## src/emu_mode_pkg.sv

```systemverilog
// constants shared by the emulation-mode control block
// assumes a 32-bit core with one clock; flags word bit positions as in the core
package emu_mode_pkg;
   // flags word layout
   localparam int VM_BIT = 17;
   localparam int NT_BIT = 14;
   localparam logic [31:0] FLAGS_RESET = 32'h0000_0002;
   // privilege forced while emulating
   localparam logic [1:0] EMU_PRIV = 2'h3;
   // emulation address width and reachable limit (just under 1 MByte plus 64 KBytes)
   localparam int EMU_ADDR_W = 20;
   localparam int LIN_ADDR_W = 32;
   localparam logic [31:0] EMU_ADDR_LIMIT = 32'h0010_FFEF;
   // the legacy segment base is selector times sixteen
   localparam int SEG_SHIFT = 4;
   // register-bus map
   localparam logic [3:0] ADDR_FLAGS = 4'h0;
   localparam logic [3:0] ADDR_STATUS = 4'h4;
   localparam logic [3:0] ADDR_CPL = 4'h8;
   typedef enum logic [1:0] {
      SEG_IDLE,
      SEG_LOAD
   } seg_state_e;
endpackage

```

## src/emu_mode_ctrl.sv

```systemverilog
// mode-control logic for the legacy 16-bit emulation mode of the core
// assumes sequencer events are one-cycle pulses, synchronous to clk, one at a time
//
// Design decisions made here: strobed register access and the placing of the registers.
`timescale 1ns/10ps

// Function
// RULE1 - mode follows virtual_machine_flag
// RULE2 - flag set only by switch or return
// RULE3 - direct flag writes keep the flag
// RULE4 - flag steers segment loads and decoding
// RULE5 - 16-bit task_state_segment clears the flag
// RULE6 - switch into flagged task enters mode
// RULE7 - interrupt return with flagged image enters
// RULE8 - nested return to emulation task enters
// RULE9 - flag updated before segment loads
// RULE10 - privilege level three while emulating
// RULE11 - 20-bit addresses zero-extended to 32
// RULE12 - addresses stay below 1 MByte plus 64K
// RULE13 - switch to protected task clears flag
// RULE14 - interrupt service leaves emulation mode
// RULE15 - switch reloads whole flags word
// RULE16 - flag cleared by reset
module emu_mode_ctrl
   import emu_mode_pkg::*;
(
   input wire logic clk,
   input wire logic rst_n,
   // task switch: new flags image and its format
   input wire logic task_switch,
   input wire logic tss_is_32,
   input wire logic [31:0] tss_flags,
   // interrupt return: popped image, and whether the nested target task is in emulation mode
   input wire logic interrupt_return_instruction_exec,
   input wire logic [31:0] stack_flags,
   input wire logic nested_target_emu,
   // interrupt or exception service
   input wire logic intr_service,
   // direct live write (flag pop instruction and the like)
   input wire logic flags_write,
   input wire logic [31:0] flags_wdata,
   // segment load request from the sequencer
   input wire logic seg_load_req,
   input wire logic [15:0] seg_value,
   // 20-bit emulation address to extend
   input wire logic [19:0] emu_addr,
   input wire logic [1:0] prot_cpl,
   // register port
   input wire logic [3:0] reg_addr,
   input wire logic [31:0] reg_wdata,
   input wire logic reg_wr,
   input wire logic reg_rd,
   output logic [31:0] reg_rdata,
   // results
   output logic [31:0] status_flags_word,
   output logic emu_mode,
   output logic [1:0] current_privilege_level,
   output logic [31:0] linear_addr,
   output logic addr_in_range,
   output logic seg_done,
   output logic [31:0] seg_base,
   output logic seg_legacy,
   output logic decode_legacy
);

   // ************************************************************
   // flag update
   // ************************************************************
   logic [31:0] flags_r, flags_nxt;
   logic [31:0] rdata_r, rdata_nxt;

   function automatic logic [31:0] keep_vm(input logic [31:0] nv, input logic [31:0] old);
      logic [31:0] r;
      r = nv;
      r[VM_BIT] = old[VM_BIT];
      return r;
   endfunction

   always_comb begin
      flags_nxt = flags_r;
      if (task_switch) begin
         // RULE15 whole word reload
         if (tss_is_32) begin
            // RULE6 RULE13 flag from image
            flags_nxt = tss_flags;
         end else begin
            // RULE5 upper half absent
            flags_nxt = {16'h0000, tss_flags[15:0]};
         end
      end else if (interrupt_return_instruction_exec) begin
         // RULE8 nested return target
         if (flags_r[NT_BIT]) begin
            flags_nxt = tss_flags;
            flags_nxt[VM_BIT] = nested_target_emu;
         end else begin
            // RULE7 popped image
            flags_nxt = stack_flags;
         end
      end else if (intr_service) begin
         // RULE14 leave on service
         flags_nxt[VM_BIT] = 1'b0;
      end else if (flags_write) begin
         // RULE3 RULE2 direct write keeps flag
         flags_nxt = keep_vm(flags_wdata, flags_r);
      end else if (reg_wr && reg_addr == ADDR_FLAGS) begin
         // RULE3 software port keeps flag
         flags_nxt = keep_vm(reg_wdata, flags_r);
      end
   end

   // RULE16 reset value clear
   always_ff @(posedge clk or negedge rst_n) begin
      if (!rst_n) begin
         flags_r <= FLAGS_RESET;
      end else begin
         flags_r <= flags_nxt;
      end
   end

   // ************************************************************
   // segment load sequencing
   // ************************************************************
   seg_state_e seg_state_r, seg_state_nxt;
   logic [15:0] seg_val_r, seg_val_nxt;
   logic [31:0] seg_base_r, seg_base_nxt;
   logic seg_legacy_r, seg_legacy_nxt;
   logic seg_done_r, seg_done_nxt;

   // RULE9 load waits one cycle so the new flag is in place
   always_comb begin
      seg_state_nxt = seg_state_r;
      seg_val_nxt = seg_val_r;
      seg_base_nxt = seg_base_r;
      seg_legacy_nxt = seg_legacy_r;
      seg_done_nxt = 1'b0;
      unique case (seg_state_r)
         SEG_IDLE: begin
            if (seg_load_req) begin
               seg_val_nxt = seg_value;
               seg_state_nxt = SEG_LOAD;
            end
         end
         SEG_LOAD: begin
            // RULE4 legacy translation chosen by flag
            seg_legacy_nxt = flags_r[VM_BIT];
            if (flags_r[VM_BIT]) begin
               seg_base_nxt = {12'h000, seg_val_r, 4'h0};
            end else begin
               seg_base_nxt = 32'h0000_0000;
            end
            seg_done_nxt = 1'b1;
            seg_state_nxt = SEG_IDLE;
         end
      endcase
   end

   always_ff @(posedge clk or negedge rst_n) begin
      if (!rst_n) begin
         seg_state_r <= SEG_IDLE;
         seg_val_r <= 16'h0000;
         seg_base_r <= 32'h0000_0000;
         seg_legacy_r <= 1'b0;
         seg_done_r <= 1'b0;
      end else begin
         seg_state_r <= seg_state_nxt;
         seg_val_r <= seg_val_nxt;
         seg_base_r <= seg_base_nxt;
         seg_legacy_r <= seg_legacy_nxt;
         seg_done_r <= seg_done_nxt;
      end
   end

   // ************************************************************
   // mode outputs
   // ************************************************************
   // RULE1 mode is the flag
   assign emu_mode = flags_r[VM_BIT];
   assign status_flags_word = flags_r;
   // RULE4 decoder sees the flag
   assign decode_legacy = flags_r[VM_BIT];
   // RULE10 forced user privilege
   assign current_privilege_level = flags_r[VM_BIT] ? EMU_PRIV : prot_cpl;
   // RULE11 zero extension before paging
   assign linear_addr = flags_r[VM_BIT] ? {12'h000, emu_addr} : 32'h0000_0000;
   // RULE12 reach is bounded by the 20-bit source alone, checked against EMU_ADDR_LIMIT
   assign addr_in_range = linear_addr <= EMU_ADDR_LIMIT;
   assign seg_done = seg_done_r;
   assign seg_base = seg_base_r;
   assign seg_legacy = seg_legacy_r;

   // ************************************************************
   // register read port
   // ************************************************************
   always_comb begin
      rdata_nxt = 32'h0000_0000;
      if (reg_rd) begin
         unique case (reg_addr)
            ADDR_FLAGS: rdata_nxt = flags_r;
            ADDR_STATUS: rdata_nxt = {30'h0, seg_legacy_r, flags_r[VM_BIT]};
            ADDR_CPL: rdata_nxt = {30'h0, current_privilege_level};
            default: rdata_nxt = 32'h0000_0000;
         endcase
      end
   end

   always_ff @(posedge clk or negedge rst_n) begin
      if (!rst_n) begin
         rdata_r <= 32'h0000_0000;
      end else begin
         rdata_r <= rdata_nxt;
      end
   end
   assign reg_rdata = rdata_r;

   // ************************************************************
   // checks
   // ************************************************************
   a_reset_clear: assert property (@(posedge clk) $rose(rst_n) |-> !emu_mode) // RULE16
      else $error("flag not clear after reset");
   a_mode_follow: assert property (@(posedge clk) disable iff (!rst_n)
      emu_mode == status_flags_word[VM_BIT]) // RULE1
      else $error("mode differs from flag");
   a_set_cause: assert property (@(posedge clk) disable iff (!rst_n)
      $rose(emu_mode) |-> $past(task_switch) || $past(interrupt_return_instruction_exec)) // RULE2
      else $error("flag set without switch or return");
   a_pop_keeps: assert property (@(posedge clk) disable iff (!rst_n)
      flags_write && !task_switch && !interrupt_return_instruction_exec && !intr_service
      |=> $stable(emu_mode)) // RULE3
      else $error("direct write changed flag");
   a_narrow_clear: assert property (@(posedge clk) disable iff (!rst_n)
      task_switch && !tss_is_32 |=> !emu_mode) // RULE5
      else $error("16-bit switch left flag set");
   a_switch_enter: assert property (@(posedge clk) disable iff (!rst_n)
      task_switch && tss_is_32 |=> emu_mode == $past(tss_flags[VM_BIT])) // RULE6
      else $error("switch did not take flag image");
   a_interrupt_return_instruction_enter: assert property (@(posedge clk) disable iff (!rst_n)
      interrupt_return_instruction_exec && !task_switch && !status_flags_word[NT_BIT]
      |=> emu_mode == $past(stack_flags[VM_BIT])) // RULE7
      else $error("return did not take popped flag");
   a_nested_enter: assert property (@(posedge clk) disable iff (!rst_n)
      interrupt_return_instruction_exec && !task_switch && status_flags_word[NT_BIT]
      |=> emu_mode == $past(nested_target_emu)) // RULE8
      else $error("nested return wrong mode");
   a_seg_order: assert property (@(posedge clk) disable iff (!rst_n)
      seg_load_req && seg_state_r == SEG_IDLE ##1 1'b1 |=> seg_done
      && seg_legacy == $past(emu_mode)) // RULE9
      else $error("segment load used stale flag");
   a_priv_three: assert property (@(posedge clk) disable iff (!rst_n)
      emu_mode |-> current_privilege_level == EMU_PRIV) // RULE10
      else $error("privilege not three in mode");
   a_addr_extend: assert property (@(posedge clk) disable iff (!rst_n)
      emu_mode |-> linear_addr[31:EMU_ADDR_W] == 12'h000 && addr_in_range) // RULE11
      else $error("address not zero-extended");
   a_intr_leave: assert property (@(posedge clk) disable iff (!rst_n)
      intr_service && !task_switch && !interrupt_return_instruction_exec |=> !emu_mode) // RULE14
      else $error("service left flag set");

   // ************************************************************
   // checks on flag images and outputs
   // ************************************************************
   // the two reload checks watch the full word as well as the mode bit, so a loader
   // that got only the mode bit right would still be caught

   a_whole_reload: assert property (@(posedge clk) disable iff (!rst_n) // RULE15
      task_switch && tss_is_32 |=> status_flags_word == $past(tss_flags))
      else $error("switch did not reload whole word");

   a_narrow_word: assert property (@(posedge clk) disable iff (!rst_n) // RULE5
      task_switch && !tss_is_32 |=> status_flags_word[31:16] == 16'h0000
      && status_flags_word[15:0] == $past(tss_flags[15:0]))
      else $error("16-bit switch loaded upper half");

   a_switch_clear: assert property (@(posedge clk) disable iff (!rst_n) // RULE13
      task_switch && tss_is_32 && !tss_flags[VM_BIT] |=> !emu_mode)
      else $error("switch to protected task kept flag");

   a_port_keeps: assert property (@(posedge clk) disable iff (!rst_n) // RULE3
      reg_wr && reg_addr == ADDR_FLAGS && !task_switch && !interrupt_return_instruction_exec && !intr_service
      && !flags_write |=> $stable(emu_mode))
      else $error("port write changed flag");

   a_decode_follow: assert property (@(posedge clk) disable iff (!rst_n) // RULE4
      decode_legacy == emu_mode)
      else $error("decoder mode differs from flag");

   // outside the mode the core's own privilege and no legacy address apply
   a_prot_cpl: assert property (@(posedge clk) disable iff (!rst_n) // RULE10
      !emu_mode |-> current_privilege_level == prot_cpl)
      else $error("privilege forced outside mode");

   a_prot_addr: assert property (@(posedge clk) disable iff (!rst_n) // RULE11
      !emu_mode |-> linear_addr == 32'h0000_0000)
      else $error("legacy address outside mode");

   a_addr_reach: assert property (@(posedge clk) disable iff (!rst_n) // RULE12
      emu_mode |-> linear_addr <= EMU_ADDR_LIMIT)
      else $error("address beyond emulation reach");

   a_seg_legacy_base: assert property (@(posedge clk) disable iff (!rst_n) // RULE4
      seg_done && seg_legacy |-> seg_base[3:0] == 4'h0 && seg_base[31:20] == 12'h000)
      else $error("legacy base not selector times sixteen");

   a_seg_prot_base: assert property (@(posedge clk) disable iff (!rst_n) // RULE4
      seg_done && !seg_legacy |-> seg_base == 32'h0000_0000)
      else $error("protected load used legacy base");

   a_seg_latency: assert property (@(posedge clk) disable iff (!rst_n) // RULE9
      seg_done |-> $past(seg_state_r == SEG_LOAD))
      else $error("segment done without load cycle");

   a_seg_pulse: assert property (@(posedge clk) disable iff (!rst_n) // RULE9
      seg_done |=> !seg_done)
      else $error("segment done longer than one cycle");
endmodule

```

## config.mk

```make
export PLATFORM = sky130hd
export DESIGN_NAME = emu_mode_ctrl
export DESIGN_NICKNAME = d
export VERILOG_FILES = /design/src/emu_mode_pkg.sv /design/src/emu_mode_ctrl.sv
export SDC_FILE = /design/constraint.sdc
export NUM_CORES = 1
export LEC_CHECK = 0
export ABC_AREA = 1
export BUFFER_PORTS_ARGS = -buffer_cell sky130_fd_sc_hd__buf_2
export CELL_PAD_IN_SITES_DETAIL_PLACEMENT = 1
export CELL_PAD_IN_SITES_GLOBAL_PLACEMENT = 1
export CORE_AREA = 2 2 144 146
export DETAILED_ROUTE_END_ITERATION = 7
export DIE_AREA = 0 0 146 148
export PLACE_DENSITY_LB_ADDON = 0.05
export SETUP_SLACK_MARGIN = 0.4
export SYNTH_ARGS = -nofsm -noshare
export SYNTH_HDL_FRONTEND = slang
export SYNTH_SLANG_ARGS = --single-unit
```

## constraint.sdc

```tcl
create_clock -name clk -period 1.15 [get_ports clk]
set_clock_uncertainty 0.05 [all_clocks]
set_input_delay 0.0575 -clock clk [delete_from_list [all_inputs] [get_ports clk]]
set_output_delay 0.0575 -clock clk [all_outputs]
set_load 0.1 [all_outputs]
```

==> Yosys cells after proc, flatten, opt, wreduce, memory -nomap -nowiden <==
Index checks and enable logic that the tools add are counted.
{ "op_classes": {"order_cmp": 1, "n_reduce_logical": 7, "mux": 17, "eq_ne": 5} }
{ "ops": {"columns": ["cell", "n"], "rows": [
  ["32-bit 2-to-1 mux", 7],
  ["32-bit case mux with 3 select lines", 1],
  ["20-bit 2-to-1 mux", 2],
  ["20-bit by 21-bit <= comparator with 1-bit output, second input constant", 1],
  ["17-bit 2-to-1 mux", 1],
  ["14-bit 2-to-1 mux", 1],
  ["4-bit by 3-bit == test with 1-bit output, second input constant", 1],
  ["4-bit == test, second input constant", 1],
  ["4-bit logical NOT", 1],
  ["2-bit 2-to-1 mux", 2],
  ["2-bit case mux with 2 select lines", 1],
  ["2-bit AND reduction", 2],
  ["4-bit nonzero test", 1],
  ["3-bit != test, second input constant", 1],
  ["3-bit nonzero test", 1],
  ["2-bit by 1-bit == test with 1-bit output, second input constant", 1],
  ["2-bit logical NOT", 1],
  ["1-bit 2-to-1 mux", 2],
  ["2-bit != test, second input constant", 1],
  ["1-bit logical AND", 1]
]} }
{ "word_totals": {"reg_bits": 116, "inputBits": 181, "wordCells": 38, "out_inout_bits": 135} }

==> Longest topological paths before layout <==
{ "depth": {"ltp_word": 7, "mapped_depth": 9, "depth_no_buf": 8} }

==> Worst setup path before layout <==
Ideal clock, no wire load.
{ "synth_path": {"path_type": "flip-flop to output port", "startpoint": "register flags_r[17], in the netlist status_flags_word[17]", "endpoint": "output port linear_addr[0]", "slack_ns": -1.119, "t_arrival_ns": 2.162, "path_buffers": 2, "path_stages_with_launch": 5, "path_cell_list": "dfrtp_1 > clkbuf_1 > clkbuf_1 > nand2_1 > inv_1"} }
{ "synth_via": {"elab_chain_cells": 1} }
{ "synth_lines": {"columns": ["item", "line_no", "text"], "rows": [
  ["from (decl)", "emu_mode_ctrl.sv:69", "logic [31:0] flags_r, flags_nxt;"],
  ["from (signal assigned)", "emu_mode_ctrl.sv:116", "flags_r <= flags_nxt;"],
  ["20-bit 2-to-1 mux", "emu_mode_ctrl.sv:184", "assign linear_addr = flags_r[VM_BIT] ? {12'h000, emu_addr} : 32'h0000_0000;"],
  ["to (decl)", "emu_mode_ctrl.sv:58", "output logic [31:0] linear_addr,"]
]} }
Every way passes these cells.

==> Worst setup path in the final report <==
{ "layout_path": {"startpoint": "register flags_r[17], in the netlist status_flags_word[17]", "endpoint": "output port linear_addr[15]"} }
The elaborated chain is that of the path after synthesis.

==> results.yml <==
cells_and_area:
  nets: 1322
  final_common_cell: "buf_2"
  area_growth_pct: 115
  seq_area_um2: 2790
  final_cells: 1419
  drive_gt1_frac: 0.592
  fill_cells: 2253
  multi_input_comb_area_um2: 2710
  layout_common_cells: "177 x buf_2, 170 x nand2_1, 130 x buf_12"
sta:
  drv_slew: 0
  grt_setup_unrepaired: "true"
  post-route-period-util: 1.37
  clock.fmax_mhz: 636
  setup_ws_ns: -0.423
  hold-worst-slack_ns: -0.0244
  period_minus_slack_ns: 1.57
  setup_viol: 106
  hold_violations: 3
floorplanning:
  core_um2: 20000
  die_w_um: 146
  rows: 52
  io_pins: 316
  fp.dieArea_um2: 21600
  die_h_um: 148
  start_util: 0.268
placed_design:
  dp_hpwl_mm: 15.8
  port-buffer-count: 284
  dp.cells: 1291
  gp_congestion: 0.837
power_and_ir_drop:
  power_uw: 14900
  power_per_cell_area_nw_per_um2: 1290
  p_leak_uw: 0.00558
  ir_drop_uv: 646
grt:
  grt_max_degree: 32
  grt_usage: 0.216
  grt-ovfl-total: 0
  antenna_found_initial: 3
  grt_pass1_wl_mm: 36.4
  grt_pass1_vias: 6573
worst_setup_path:
  rr_worst_depth: 9
  start_kind: "flip-flop"
  r2r-start: "status_flags_word[14]"
  timing.rr.end: "status_flags_word[12]"
  crit_arrival_ns: 1.47
  crit_type: "flip-flop to output pin"
  worst_setup_path_end_kind: "output pin"
  path_max_fanout: 9
  r2r_slack_ns: -0.36
  cp.required_ns: 1.04
routing:
  vias: 6140
  drtIter0Drc: 162
  post_drt_wl_per_cell_um: 17.0
  drtPass1Iterations: 4
  ant_nets: 0
  postRouteWirelength_mm: 24.1
  remaining_drc_errors: 0
  viasPerCell: 4.33
cts:
  cts.sinks: 99
  clockRootBuffer: "clkbuf_16"
  clkTransAtPathRegs_ns: 0.08
  cts_buffers: 9
  clockBufferDepth: 2
  cts_tree: "built"
  cts_max_level: 3
  clock_latency_ns: 0.36
synth:
  synth.yosys.seq_area_share: 0.462
  avgSynthCellArea_um2: 7.30
  synth_top_area_frac: 0.457
  yosysWarningCount: 0
  synth_seq_cells: 99
  synth_cell_types: 25
  synth_area_leaders: "dfrtp_1 46%, nand2_1 16%, nor2_1 7.3%, inv_1 7.0%, buf_4 4.8%"
  yosysTopAreaCell: "dfrtp_1"
  syn_inst: 735
  synthesis.area_um2: 5370
run:
  maxCapViolCount: 0
status:
  outcome: "complete, but fails checks"
  violations: "hold timing, setup timing"
hold_path:
  hold_end: "status_flags_word[23]"
  min_from: "flags_wdata[23]"
  min_path_type: "input port to flip-flop"
  min_path_cells: 5
[layout make-up]
class	instances	area share
clock buffer	9	0.0195
timing repair buffer	434	0.427
inverter	102	0.0407
clock inverter	7	0.00682
multi-input combinational	495	0.234
tap	270	0.0292
antenna	3	0.000650
sequential	99	0.241
[through the flow]
stage | cell area (um2) | setup TNS (ns) | hold slack (ns) | util | setup WS (ns)
floorplan | 6060 | -20.91 | -0.288 | - | -0.419
global placement | 9400 | -6.99 | -0.0884 | 0.469 | -0.207
detailed placement | 9400 | -7.61 | -0.0880 | 0.469 | -0.239
CTS | 11100 | -24.49 | -0.0354 | 0.552 | -0.429
global route | 11600 | -30.62 | 0.00917 | 0.576 | -0.478
finish | 11600 | -24.33 | -0.0244 | 0.577 | -0.423
[critical path, cell delays in order, from the launching register on]
cell and delay (ns):
dfrtp_4 0.57, clkbuf_16 0.20, nand2_2 0.08, clkinvlp_4 0.09, buf_12 0.17
[worst max-delay path by stage]
| stage | startpoint | to | slack [ns] |
|---|---|---|---|
| 2_1_floorplan | status_flags_word[17] | linear_addr[0] | -0.42 |
| 3_3_place_gp | status_flags_word[14] | status_flags_word[30] | -0.21 |
| 3_5_place_dp | status_flags_word[14] | status_flags_word[24] | -0.24 |
| 4_1_cts | status_flags_word[17] | linear_addr[2] | -0.43 |
| 5_1_grt | status_flags_word[17] | linear_addr[15] | -0.48 |
| 6_report | status_flags_word[17] | linear_addr[15] | -0.42 |
[per-layer routing]
layer | up-vias | GRT usage | routed length, um
li1 | 3000 | - | -
met1 | 2893 | 0.274 | 10200
met2 | 228 | 0.377 | 12300
met3 | 17 | 0.0398 | 1380
met4 | 2 | 0.0602 | 243
met5 | - | 0 | 13
[power by group]
| part | switching, uW | internal (uW) | leakage, uW | total, uW |
|---|---|---|---|---|
| registers | 388 | 3960 | 0.00115 | 4350 |
| clock network | 1600 | 1560 | 0.000150 | 3160 |
| logic | 4490 | 2950 | 0.00427 | 7440 |
| total | 6470 | 8470 | 0.00558 | 14900 |
[logic make-up after synthesis]
family                 count (synthesis)  synth area share
other                                  2           0.00140
buffers and inverters                169             0.157
AND/OR/NAND/NOR                      395             0.304
AO/OA/AOI/OAI                         70            0.0760
flip-flops                            99             0.462
[synth_stat cells (all sizes together)]
cell type	n
nor2	109
or2	16
nand4	2
dfrtp	98
o211ai	15
inv	102
buf	56
a21oi	4
clkbuf	11
nand2	229
nand3	39
dfstp	1
o22ai	16
conb	2
o21ai	35
[timing repair]
item,4_1_cts,5_1_grt
setup buffers,47,16
endpoints found under the setup margin,197,205
gates resized for setup,117,79
cloned,11,2
hold endpoints to repair,137,0
pin swaps,60,31
hold buffers,33,0
[sequential cells by signal, indices dropped and copies added, names as in the netlist]
name,flops
reg_rdata,32
seg_legacy,1
seg_done,1
seg_base,16
seg_state_r,1
seg_val_r,16
status_flags_word,32
Power figures use the tool's default switching activity.
